[src/hdl/amcs_consts.vh]
`ifndef AMCS_CONSTS_VH
`define AMCS_CONSTS_VH
// Register byte offsets
`define AMCS_OFS_MODE 5'h00
`define AMCS_OFS_CONFIG 5'h04
`define AMCS_OFS_STATUS 5'h08
`define AMCS_OFS_IRQ_STAT 5'h0C
`define AMCS_OFS_IRQ_MASK 5'h10
`define AMCS_OFS_OFF_COEF 5'h14
`define AMCS_OFS_FS_COEF 5'h18
// Operating-mode codes
`define AMCS_MD_CONT 3'h0
`define AMCS_MD_SINGLE 3'h1
`define AMCS_MD_IDLE 3'h2
`define AMCS_MD_PDOWN 3'h3
`define AMCS_MD_ZS_CAL 3'h4
`define AMCS_MD_FS_CAL 3'h5
`define AMCS_MD_SYS_OFF 3'h6
`define AMCS_MD_SYS_FS 3'h7
// Config fields
`define AMCS_CFG_CH_LSB 0
`define AMCS_CFG_GAIN_LSB 4
`define AMCS_CFG_BO_BIT 8
`define AMCS_GAIN_1 3'h0
`define AMCS_GAIN_128 3'h7
// Interrupt status bits
`define AMCS_IRQ_CONV 0
`define AMCS_IRQ_CAL 1
`define AMCS_IRQ_REFUSE 2
// Reset values
`define AMCS_RST_GAIN 3'h7
`define AMCS_RST_OFF_COEF 24'h800000
`define AMCS_RST_FS_COEF 24'h500000
// Calibration lengths in conversion cycles
`define AMCS_CAL_CYC_SHORT 3'h2
`define AMCS_CAL_CYC_LONG 3'h4
// Bus responses
`define AMCS_RESP_OKAY 2'h0
`define AMCS_RESP_SLVERR 2'h2
`endif

[src/hdl/amcs_sequencer.v]
// How it works
// - Mode field 000 continuous (reset default), 001 single, 010 idle, 011 power-down.
// - Idle holds filter and modulator in reset while modulator clocks keep running.
// - Power-down turns off everything, including low-side switch and burnout currents.
// - Internal zero-scale shorts the channel inputs and lasts two conversion cycles.
// - Ready flag goes high at calibration start and low when it completes.
// - After any calibration the device goes idle until a new mode is written.
// - Zero-scale and system offset results land in the selected channel's offset register.
// - Internal full-scale connects full-scale input; two cycles at gain 1, four at the gains between, refused at gain 128.
// - Full-scale calibration results land in the selected channel's full-scale register.
// - Choosing gain 1 or 128 loads the factory full-scale coefficient for that gain.
// - System offset calibration completes in two conversion cycles.
// - System full-scale needs host's full-scale input; device completes it in two cycles.
//
// Our own choices: the AXI4-Lite register port and the register offsets.
`include "amcs_consts.vh"
module amcs_sequencer #(
  parameter [23:0] FS_TRIM_G1 = 24'h500000,
  parameter [23:0] FS_TRIM_G128 = 24'h4F0000
) (
  // Clock and reset
  input wire aclk,
  input wire aresetn,
  // AXI4-Lite write address and data
  input wire awvalid,
  output wire awready,
  input wire [4:0] awaddr,
  input wire [2:0] awprot,
  input wire wvalid,
  output wire wready,
  input wire [31:0] wdata,
  input wire [3:0] wstrb,
  // AXI4-Lite write response
  output reg bvalid,
  input wire bready,
  output reg [1:0] bresp,
  // AXI4-Lite read
  input wire arvalid,
  output wire arready,
  input wire [4:0] araddr,
  input wire [2:0] arprot,
  output reg rvalid,
  input wire rready,
  output reg [31:0] rdata,
  output reg [1:0] rresp,
  // Modulator side
  input wire conv_clk,
  input wire [23:0] meas_data,
  // Analog control
  output wire ready_n,
  output wire filter_reset,
  output wire mod_reset,
  output wire mod_clk_en,
  output wire analog_power_on,
  output wire low_side_switch_on,
  output wire burnout_on,
  output wire input_short,
  output wire fs_ref_connect,
  // Interrupt
  output wire irq
);
  localparam [3:0] S_CONV = 4'h1;
  localparam [3:0] S_IDLE = 4'h2;
  localparam [3:0] S_PDOWN = 4'h4;
  localparam [3:0] S_CAL = 4'h8;

  reg [3:0] state;
  reg [2:0] mode;
  reg [2:0] cal_len;
  reg [2:0] cal_cnt;
  reg rdy_n;
  reg [2:0] chan;
  reg [2:0] gain;
  reg burnout_en;
  reg [2:0] irq_stat;
  reg [2:0] irq_mask;
  reg [23:0] off_coef [0:2];
  reg [23:0] fs_coef [0:2];
  reg cclk_s1;
  reg cclk_s2;
  reg cclk_s3;
  reg aw_held;
  reg w_held;
  reg [4:0] wr_addr;
  reg [31:0] wr_data;
  reg [3:0] wr_strb;
  reg [2:0] next_mode;
  reg [2:0] ev;
  reg [1:0] ci;
  integer i;

  wire tick = cclk_s2 & ~cclk_s3;
  wire wr_go = aw_held & w_held & ~bvalid;
  wire mode_wr = wr_go && wr_addr == `AMCS_OFS_MODE && wr_strb[0];
  wire cfg_wr = wr_go && wr_addr == `AMCS_OFS_CONFIG;
  wire ch_ok = chan < 3'h3;
  wire cal_last = tick && cal_cnt == cal_len - 3'h1;
  wire [4:0] rd_addr = {araddr[4:2], 2'b00};

  assign awready = ~aw_held & ~bvalid;
  assign wready = ~w_held & ~bvalid;
  assign arready = ~rvalid;
  assign irq = |(irq_stat & irq_mask);

  // Outputs follow the state flops
  assign ready_n = rdy_n;
  assign filter_reset = state != S_CONV && state != S_CAL;
  assign mod_reset = filter_reset;
  assign mod_clk_en = state != S_PDOWN;
  assign analog_power_on = state != S_PDOWN;
  assign low_side_switch_on = state != S_PDOWN;
  assign burnout_on = burnout_en && state != S_PDOWN;
  assign input_short = state == S_CAL && mode == `AMCS_MD_ZS_CAL;
  assign fs_ref_connect = state == S_CAL && mode == `AMCS_MD_FS_CAL;

  // Conversion-cycle edges come from the modulator domain, so two flops first
  always @(posedge aclk) begin
    if (!aresetn) begin
      cclk_s1 <= 1'b0;
      cclk_s2 <= 1'b0;
      cclk_s3 <= 1'b0;
    end else begin
      cclk_s1 <= conv_clk;
      cclk_s2 <= cclk_s1;
      cclk_s3 <= cclk_s2;
    end
  end

  // Write channel capture; address and data may arrive in either order
  always @(posedge aclk) begin
    if (!aresetn) begin
      aw_held <= 1'b0;
      w_held <= 1'b0;
      wr_addr <= 5'h00;
      wr_data <= 32'h00000000;
      wr_strb <= 4'h0;
      bvalid <= 1'b0;
      bresp <= `AMCS_RESP_OKAY;
    end else begin
      if (awvalid && awready) begin
        aw_held <= 1'b1;
        wr_addr <= {awaddr[4:2], 2'b00};
      end
      if (wvalid && wready) begin
        w_held <= 1'b1;
        wr_data <= wdata;
        wr_strb <= wstrb;
      end
      if (wr_go) begin
        aw_held <= 1'b0;
        w_held <= 1'b0;
        bvalid <= 1'b1;
        if (wr_addr > `AMCS_OFS_FS_COEF)
          bresp <= `AMCS_RESP_SLVERR;
        else
          bresp <= `AMCS_RESP_OKAY;
      end else if (bvalid && bready) begin
        bvalid <= 1'b0;
      end
    end
  end

  // Read channel
  always @(posedge aclk) begin
    if (!aresetn) begin
      rvalid <= 1'b0;
      rdata <= 32'h00000000;
      rresp <= `AMCS_RESP_OKAY;
    end else if (arvalid && arready) begin
      rvalid <= 1'b1;
      rresp <= `AMCS_RESP_OKAY;
      if (rd_addr == `AMCS_OFS_MODE) begin
        rdata <= {29'h0, mode};
      end else if (rd_addr == `AMCS_OFS_CONFIG) begin
        rdata <= {23'h0, burnout_en, 1'b0, gain, 1'b0, chan};
      end else if (rd_addr == `AMCS_OFS_STATUS) begin
        rdata <= {27'h0, state, rdy_n};
      end else if (rd_addr == `AMCS_OFS_IRQ_STAT) begin
        rdata <= {29'h0, irq_stat};
      end else if (rd_addr == `AMCS_OFS_IRQ_MASK) begin
        rdata <= {29'h0, irq_mask};
      end else if (rd_addr == `AMCS_OFS_OFF_COEF) begin
        rdata <= ch_ok ? {8'h00, off_coef[ci]} : 32'h00000000;
      end else if (rd_addr == `AMCS_OFS_FS_COEF) begin
        rdata <= ch_ok ? {8'h00, fs_coef[ci]} : 32'h00000000;
      end else begin
        rdata <= 32'h00000000;
        rresp <= `AMCS_RESP_SLVERR;
      end
    end else if (rvalid && rready) begin
      rvalid <= 1'b0;
    end
  end

  always @* begin
    ci = chan[1:0];
    next_mode = wr_data[2:0];
  end

  // Configuration, mask and sticky interrupt status
  always @(posedge aclk) begin
    if (!aresetn) begin
      chan <= 3'h0;
      gain <= `AMCS_RST_GAIN;
      burnout_en <= 1'b0;
      irq_mask <= 3'h0;
      irq_stat <= 3'h0;
    end else begin
      if (cfg_wr && wr_strb[0]) begin
        chan <= wr_data[`AMCS_CFG_CH_LSB +: 3];
        gain <= wr_data[`AMCS_CFG_GAIN_LSB +: 3];
      end
      if (cfg_wr && wr_strb[1])
        burnout_en <= wr_data[`AMCS_CFG_BO_BIT];
      if (wr_go && wr_addr == `AMCS_OFS_IRQ_MASK && wr_strb[0])
        irq_mask <= wr_data[2:0];
      // A new event wins over a clear in the same cycle
      if (wr_go && wr_addr == `AMCS_OFS_IRQ_STAT && wr_strb[0])
        irq_stat <= (irq_stat & ~wr_data[2:0]) | ev;
      else
        irq_stat <= irq_stat | ev;
    end
  end

  // Mode sequencer and coefficient storage
  always @(posedge aclk) begin
    if (!aresetn) begin
      state <= S_CONV;
      mode <= `AMCS_MD_CONT;
      rdy_n <= 1'b1;
      cal_cnt <= 3'h0;
      cal_len <= `AMCS_CAL_CYC_SHORT;
      ev <= 3'h0;
      for (i = 0; i < 3; i = i + 1) begin
        off_coef[i] <= `AMCS_RST_OFF_COEF;
        fs_coef[i] <= `AMCS_RST_FS_COEF;
      end
    end else begin
      ev <= 3'h0;
      // Factory trim loads when gain 1 or 128 is chosen
      if (cfg_wr && wr_strb[0] && wr_data[2:0] < 3'h3) begin
        if (wr_data[`AMCS_CFG_GAIN_LSB +: 3] == `AMCS_GAIN_1)
          fs_coef[wr_data[1:0]] <= FS_TRIM_G1;
        else if (wr_data[`AMCS_CFG_GAIN_LSB +: 3] == `AMCS_GAIN_128)
          fs_coef[wr_data[1:0]] <= FS_TRIM_G128;
      end
      if (mode_wr) begin
        mode <= next_mode;
        cal_cnt <= 3'h0;
        case (next_mode)
          `AMCS_MD_CONT, `AMCS_MD_SINGLE: begin
            state <= S_CONV;
            rdy_n <= 1'b1;
          end
          `AMCS_MD_IDLE: begin
            state <= S_IDLE;
          end
          `AMCS_MD_PDOWN: begin
            state <= S_PDOWN;
          end
          default: begin
            // Gain 128 cannot run internal full-scale; refuse and park idle
            if (next_mode == `AMCS_MD_FS_CAL && gain == `AMCS_GAIN_128) begin
              state <= S_IDLE;
              mode <= `AMCS_MD_IDLE;
              ev[`AMCS_IRQ_REFUSE] <= 1'b1;
            end else begin
              state <= S_CAL;
              rdy_n <= 1'b1;
              if (next_mode == `AMCS_MD_FS_CAL && gain != `AMCS_GAIN_1)
                cal_len <= `AMCS_CAL_CYC_LONG;
              else
                cal_len <= `AMCS_CAL_CYC_SHORT;
            end
          end
        endcase
      end else begin
        case (state)
          S_CONV: begin
            if (tick) begin
              rdy_n <= 1'b0;
              ev[`AMCS_IRQ_CONV] <= 1'b1;
              // Single conversion powers down once its result is in
              if (mode == `AMCS_MD_SINGLE)
                state <= S_PDOWN;
            end
          end
          S_CAL: begin
            if (tick)
              cal_cnt <= cal_cnt + 3'h1;
            if (cal_last) begin
              rdy_n <= 1'b0;
              state <= S_IDLE;
              mode <= `AMCS_MD_IDLE;
              ev[`AMCS_IRQ_CAL] <= 1'b1;
              if (ch_ok) begin
                if (mode == `AMCS_MD_ZS_CAL || mode == `AMCS_MD_SYS_OFF)
                  off_coef[ci] <= meas_data;
                else
                  fs_coef[ci] <= meas_data;
              end
            end
          end
          S_IDLE: begin
            state <= S_IDLE;
          end
          S_PDOWN: begin
            state <= S_PDOWN;
          end
          default: begin
            state <= S_IDLE;
          end
        endcase
      end
    end
  end
endmodule

[config.mk]
export PLATFORM = sky130hd
export DESIGN_NAME = amcs_sequencer
export DESIGN_NICKNAME = d
export VERILOG_FILES = /design/src/hdl/amcs_sequencer.v
export VERILOG_INCLUDE_DIRS = /design/src /design/src/hdl
export SDC_FILE = /design/constraint.sdc
export NUM_CORES = 1
export LEC_CHECK = 0
export ABC_CLOCK_PERIOD_IN_PS = 4240
export BUFFER_PORTS_ARGS = -buffer_cell sky130_fd_sc_hd__buf_4
export CAP_MARGIN = 15
export CELL_PAD_IN_SITES_DETAIL_PLACEMENT = 1
export CELL_PAD_IN_SITES_GLOBAL_PLACEMENT = 2
export CORE_ASPECT_RATIO = 0.8
export CORE_MARGIN = 4
export CORE_UTILIZATION = 25
export CTS_CLUSTER_DIAMETER = 50
export DETAILED_ROUTE_END_ITERATION = 10
export HOLD_SLACK_MARGIN = 0.02
export PLACE_DENSITY = 0.62
export SLEW_MARGIN = 20
export SYNTH_ARGS = -nofsm -noshare
export SYNTH_HDL_FRONTEND = slang
export SYNTH_SLANG_ARGS = --single-unit
[constraint.sdc]
create_clock -name aclk -period 4.24 [get_ports aclk]
set_input_delay 1.06 -clock aclk [delete_from_list [all_inputs] [get_ports aclk]]
set_output_delay 1.06 -clock aclk [all_outputs]
set_load 0.005 [all_outputs]
# Word level (Yosys, flattened, before mapping)
# Memories as Yosys holds them, arrays and structs flattened. A register that Yosys moved wholly into a read port is not among the register bits.
# Index checks and enable logic that the tools add are counted.
[totals] ff_bits=87 latch_bits=0 mem_bits_rw=144 rom_bits=0 input_bits=84 output_inout_bits=51 elab_cells=218 n_memories=2
[classes] addsub=2 mul=0 div_mod_pow=0 magnitude_cmp=3 n_eq_ne=31 shift=0 mux=82 bitwise_logic=22 n_reduce_logical=50
[memory_table] memory="fs_coef" words=3 width=24 read_ports=1 rd_clocked_by_memory_dff=1 wr=3 line="amcs_sequencer.v:78" rtl="reg [23:0] fs_coef [0:2];"
[memory_table] memory="off_coef" words=3 width=24 read_ports=1 rd_clocked_by_memory_dff=1 wr=3 line="amcs_sequencer.v:77" rtl="reg [23:0] off_coef [0:2];"
[op_table] operator="two-way mux 24 bit" n=13
[op_table] operator="OR reduction 24 bit" n=3
[op_table] operator="two-way mux 1 bit" n=38
[op_table] operator="== test 3 bit, second input constant" n=10
[op_table] operator="two-way mux 2 bit" n=15
[op_table] operator="one-hot mux 4 bit (3 select lines)" n=2
[op_table] operator="logical AND 1 bit" n=22
[op_table] operator="two-way mux 3 bit" n=7
[op_table] operator="two-way mux 4 bit" n=5
[op_table] operator="== test 3 x 2 -> 1 bit, second input constant" n=5
[op_table] operator="== test 3 x 1 -> 1 bit, second input constant" n=4
[op_table] operator="inverter 1 bit" n=11
[op_table] operator="logical NOT 5 bit" n=2
[op_table] operator="!= test 3 bit, second input constant" n=3
[op_table] operator="OR reduction 3 bit" n=3
[op_table] operator="nonzero test 2 bit" n=4
[op_table] operator="OR reduction 2 bit" n=4
[op_table] operator="AND 3 bit" n=2
[op_table] operator="logical NOT 3 bit" n=2
[op_table] operator="less-than comparator 3 x 2 -> 1 bit, second input constant" n=2
[op_table] operator="bitwise OR 3 bit" n=2
[op_table] operator="AND reduction 3 bit" n=2
[op_table] operator="nonzero test 3 bit" n=2
[op_table] operator="OR reduction 6 bit" n=1
[op_table] operator="20 further kinds" n=26

# Logic depth before layout (Yosys ltp)
[logic_depth] depth_word=11 depth_mapped=7 depth_no_buf=4

# Worst setup path before layout
# No wires, ideal clock.
[synth_timing] path_type="input port to flip-flop" start="in aresetn" end="mem fs_coef[1][0] (enable)" setup_time_ns=0.385 arrival_ns=2.876 required_time_ns=3.855 path_slack_ns=0.979 cell_stages=6 path_buffers=2 path_cell_list="inv_2 > a21o_1 > clkbuf_1 > nor4_4 > buf_6 > nand3b_1"
[synth_lines] element="start, declared" line="amcs_sequencer.v:23" rtl="input wire aresetn,"
[synth_lines] element="end, declared" line="amcs_sequencer.v:78"

==> reports/results.ini <==
[clock_network]
cts_resized = 0
clock_latency_ns = 0.53
post_cts_buffers = 0
cts_hold_buf = 0
cts_tree = yes
ctsHtreeMaxLevel = 2
cts.clk_slew.worst_paths_ns = 0.06
cts_buffer_depth = 3
cts_root_buf = clkbuf_16
cts_sinks = 268
numCtsBuffers = 36

[timing]
layout_min_cycle_time_ns = 3.29
finalCritPeriodShare = 0.775
hold_violations = 0
worst_slew_pin_slew_ns = 0.998
max_freq_mhz = 304
setup_tns_ns = 0
maxSlewHeadroom = 0.333
timing.hold.ws_ns = 0.447
fin_skew_ns = 0.0190
grt_setup_unrepaired = false
slew_violations = 0
finalSetupViolations = 0

[power]
p_sw_frac = 0.241
p_sw_mw = 1.55
power_per_cell_area_mw_per_mm2 = 442
power.leakage_nw = 5.71
combPwrFrac = 0.080
power_frac_seq = 0.466
clkPwrFrac = 0.454
max-vdd-ir-drop_uv = 198
p_int_mw = 4.90

[hold_path]
holdPathEnd = cclk_s2$_SDFF_PN0_
hold_depth = 1
hold_path.class = flip-flop to flip-flop
min_from = cclk_s1$_SDFF_PN0_

[critical_path]
required_ns = 4.43
cp_max_fo = 12
worst-r2r-cell-count = 5
crit_arrival_ns = 3.48
startpoint_type = flip-flop
path_class = flip-flop to flip-flop
r2r_slack_ns = 0.95
r2r-end = fs_coef[2][17]$_DFFE_PP_
r2r-start = state[3]$_SDFFE_PN0P_
end_kind = flip-flop

[global_route]
globalRoute.totalOverflow = 0
grt.met1_usage = 0.184
grt_pass1_vias = 8365
grt_usage = 0.133
grt_pass1_wl_mm = 52.3
top_usage_layer = met2
antenna_found_initial = 0
grt_use_met3 = 0.0250
grt_use_met2 = 0.220
grt_max_degree = 45

[job]
maxCapViolCount = 0

[floorplanning]
die_area_mm2 = 0.0511
core_mm2 = 0.0470
start_util = 0.253
num_rows = 71
die_y_um = 203
dieWidth_um = 252
io_pins = 135

[synthesis]
synth_area_mm2 = 0.0119
synth_edf_count = 192
yosysSeqAreaShare = 0.613
yosys_warnings = 0
synth_cells = 911
synth_area_per_cell_um2 = 13.1
synth-main-ff-cell = edfxtp_1
synth-async-reset-ratio = 0
ys_types = 73
ys_seq_elements = 268

[drt]
wl_per_cell_um = 20.2
drtIter0Drc = 506
vias = 7939
viasPerCell = 4.64
antenna_left = 0
drc = 0
firstDrtPassIters = 7
wl_mm = 34.5

[run_status]
status = complete, no violations

[final_layout]
num-nets-final = 1147
antenna_cells = 0
syn2layout_area_growth_pct = 22.9
drive_gt1_frac = 0.218
fillers = 5042
design_area_mm2 = 0.0146

[placed_design]
hpwlAfterDp_mm = 21.8
gp_congestion = 0.731
port_buffers = 87
place_area_mm2 = 0.0135

## cell families (layout without fill, tap and decap cells)
logic type	after synthesis	after routing	share of synthesized area
xor gates and xnor gates	5	5	0.00484
other	2	77	0.000632
muxes	97	97	0.115
DFF	268	268	0.613
AOI/OAI and AO/OA	127	127	0.0740
and+or+nand+nor	323	323	0.158
buffers and inverters	88	192	0.0339
adders and majority gates	1	1	0.00105
## how the worst max path moves through the flow
stage | slack [ns] | start | to | cells after the start
global route | 0.79 | state[3]$_SDFFE_PN0P_ | fs_coef[2][1]$_SDFFCE_PN0P_ | 5
CTS | 0.98 | state[3]$_SDFFE_PN0P_ | fs_coef[2][17]$_DFFE_PP_ | 5
global placement | 0.99 | araddr[3] | rdata[6]$_SDFFE_PN0P_ | 6
finish | 0.95 | state[3]$_SDFFE_PN0P_ | fs_coef[2][17]$_DFFE_PP_ | 5
floorplan | 0.98 | aresetn | fs_coef[1][0]$_SDFFCE_PN0P_ | 6
detailed placement | 0.95 | aresetn | fs_coef[1][20]$_DFFE_PP_ | 6
## power groups by stage
stage,Combinational [mW],Clock [mW],Sequential [mW]
floorplan,0.320,0,3.02
global placement,0.519,0,3.06
detailed placement,0.519,0,3.07
CTS,0.522,3.01,3.01
global route,0.578,3.13,3.03
finish,0.516,2.93,3.01
## critical path, cell delays in order (launching register included)
cell,delay [ns]
dfxtp_1,0.50
or4b_4,0.52
nor4_1,0.68
nand4_1,0.58
nand3_1,0.35
buf_4,0.31
## sequential cells by signal, summed over array words and instances, names as in the netlist, 2 cells and up, named ones only
register	cells
cal_cnt	3
cal_len	2
chan	3
ev	3
fs_coef	96
gain	3
irq_mask	3
irq_stat	3
mode	3
off_coef	96
rdata	24
state	4
wr_addr	3
wr_data	7
wr_strb	2
## layout make-up
| class | instances | area [µm²] | share of cell area |
|---|---|---|---|
| clock buffers | 48 | 977 | 0.0669 |
| repair buffers | 113 | 861 | 0.0589 |
| multi-input cells | 630 | 4500 | 0.308 |
| well taps | 620 | 776 | 0.0531 |
| flip-flops and latches | 268 | 7290 | 0.499 |
| inverters | 13 | 48.8 | 0.00334 |
| clock inverters | 18 | 165 | 0.0113 |
## cell usage after synthesis, types with 22 or more instances
cell        n  share of area
nand2_1    53          0.017
mux4_2     28          0.053
a21oi_1    24          0.010
mux2_2     29          0.027
and2_1     54          0.028
edfxtp_1  192           0.48
and3_1     82          0.043
mux2i_1    39          0.033
nor2_1     34          0.011
dfxtp_1    76           0.13
clkbuf_1   51          0.016
nand3_1    22         0.0093
## through the flow
step | power, mW | setup slack (ns) | utilization | std cells
2_1_floorplan | 3.34 | 0.979 | - | 986
3_3_place_gp | 3.58 | 0.995 | 0.287 | 1644
3_5_place_dp | 3.59 | 0.950 | 0.287 | 1644
4_1_cts | 6.55 | 0.980 | 0.311 | 1710
5_1_grt | 6.74 | 0.788 | 0.311 | 1710
6_report | 6.46 | 0.953 | 0.311 | 1710
## layout by cell type (no fill, tap or decap), types with 4 or more instances in the layout
cell,instances
dfxtp_1,75
a22oi_1,6
nand3_1,22
o21a_1,4
nor2_1,34
clkbuf_16,37
edfxtp_1,192
o21ai_0,15
buf_4,112
mux4_2,28
nor3_1,6
a221oi_1,5
inv_1,12
nor2b_1,6
mux2i_1,39
nand3b_1,9
a31oi_1,4
nand2b_1,17
and2_1,54
nand2_1,53
a211oi_1,4
a21oi_1,24
conb_1,77
nand4_1,4
clkbuf_1,10
o31ai_1,11
mux2_2,29
and4_1,4
and3_1,82
o22ai_1,18
nor3b_1,4
clkinv_2,5
## metal layers
layer	vias up	routed length, µm
li1	3687	-
met1	4071	16100
met2	148	16400
met3	33	1560
met4	0	450
met5	-	0
Power figures use the tool's default switching activity.
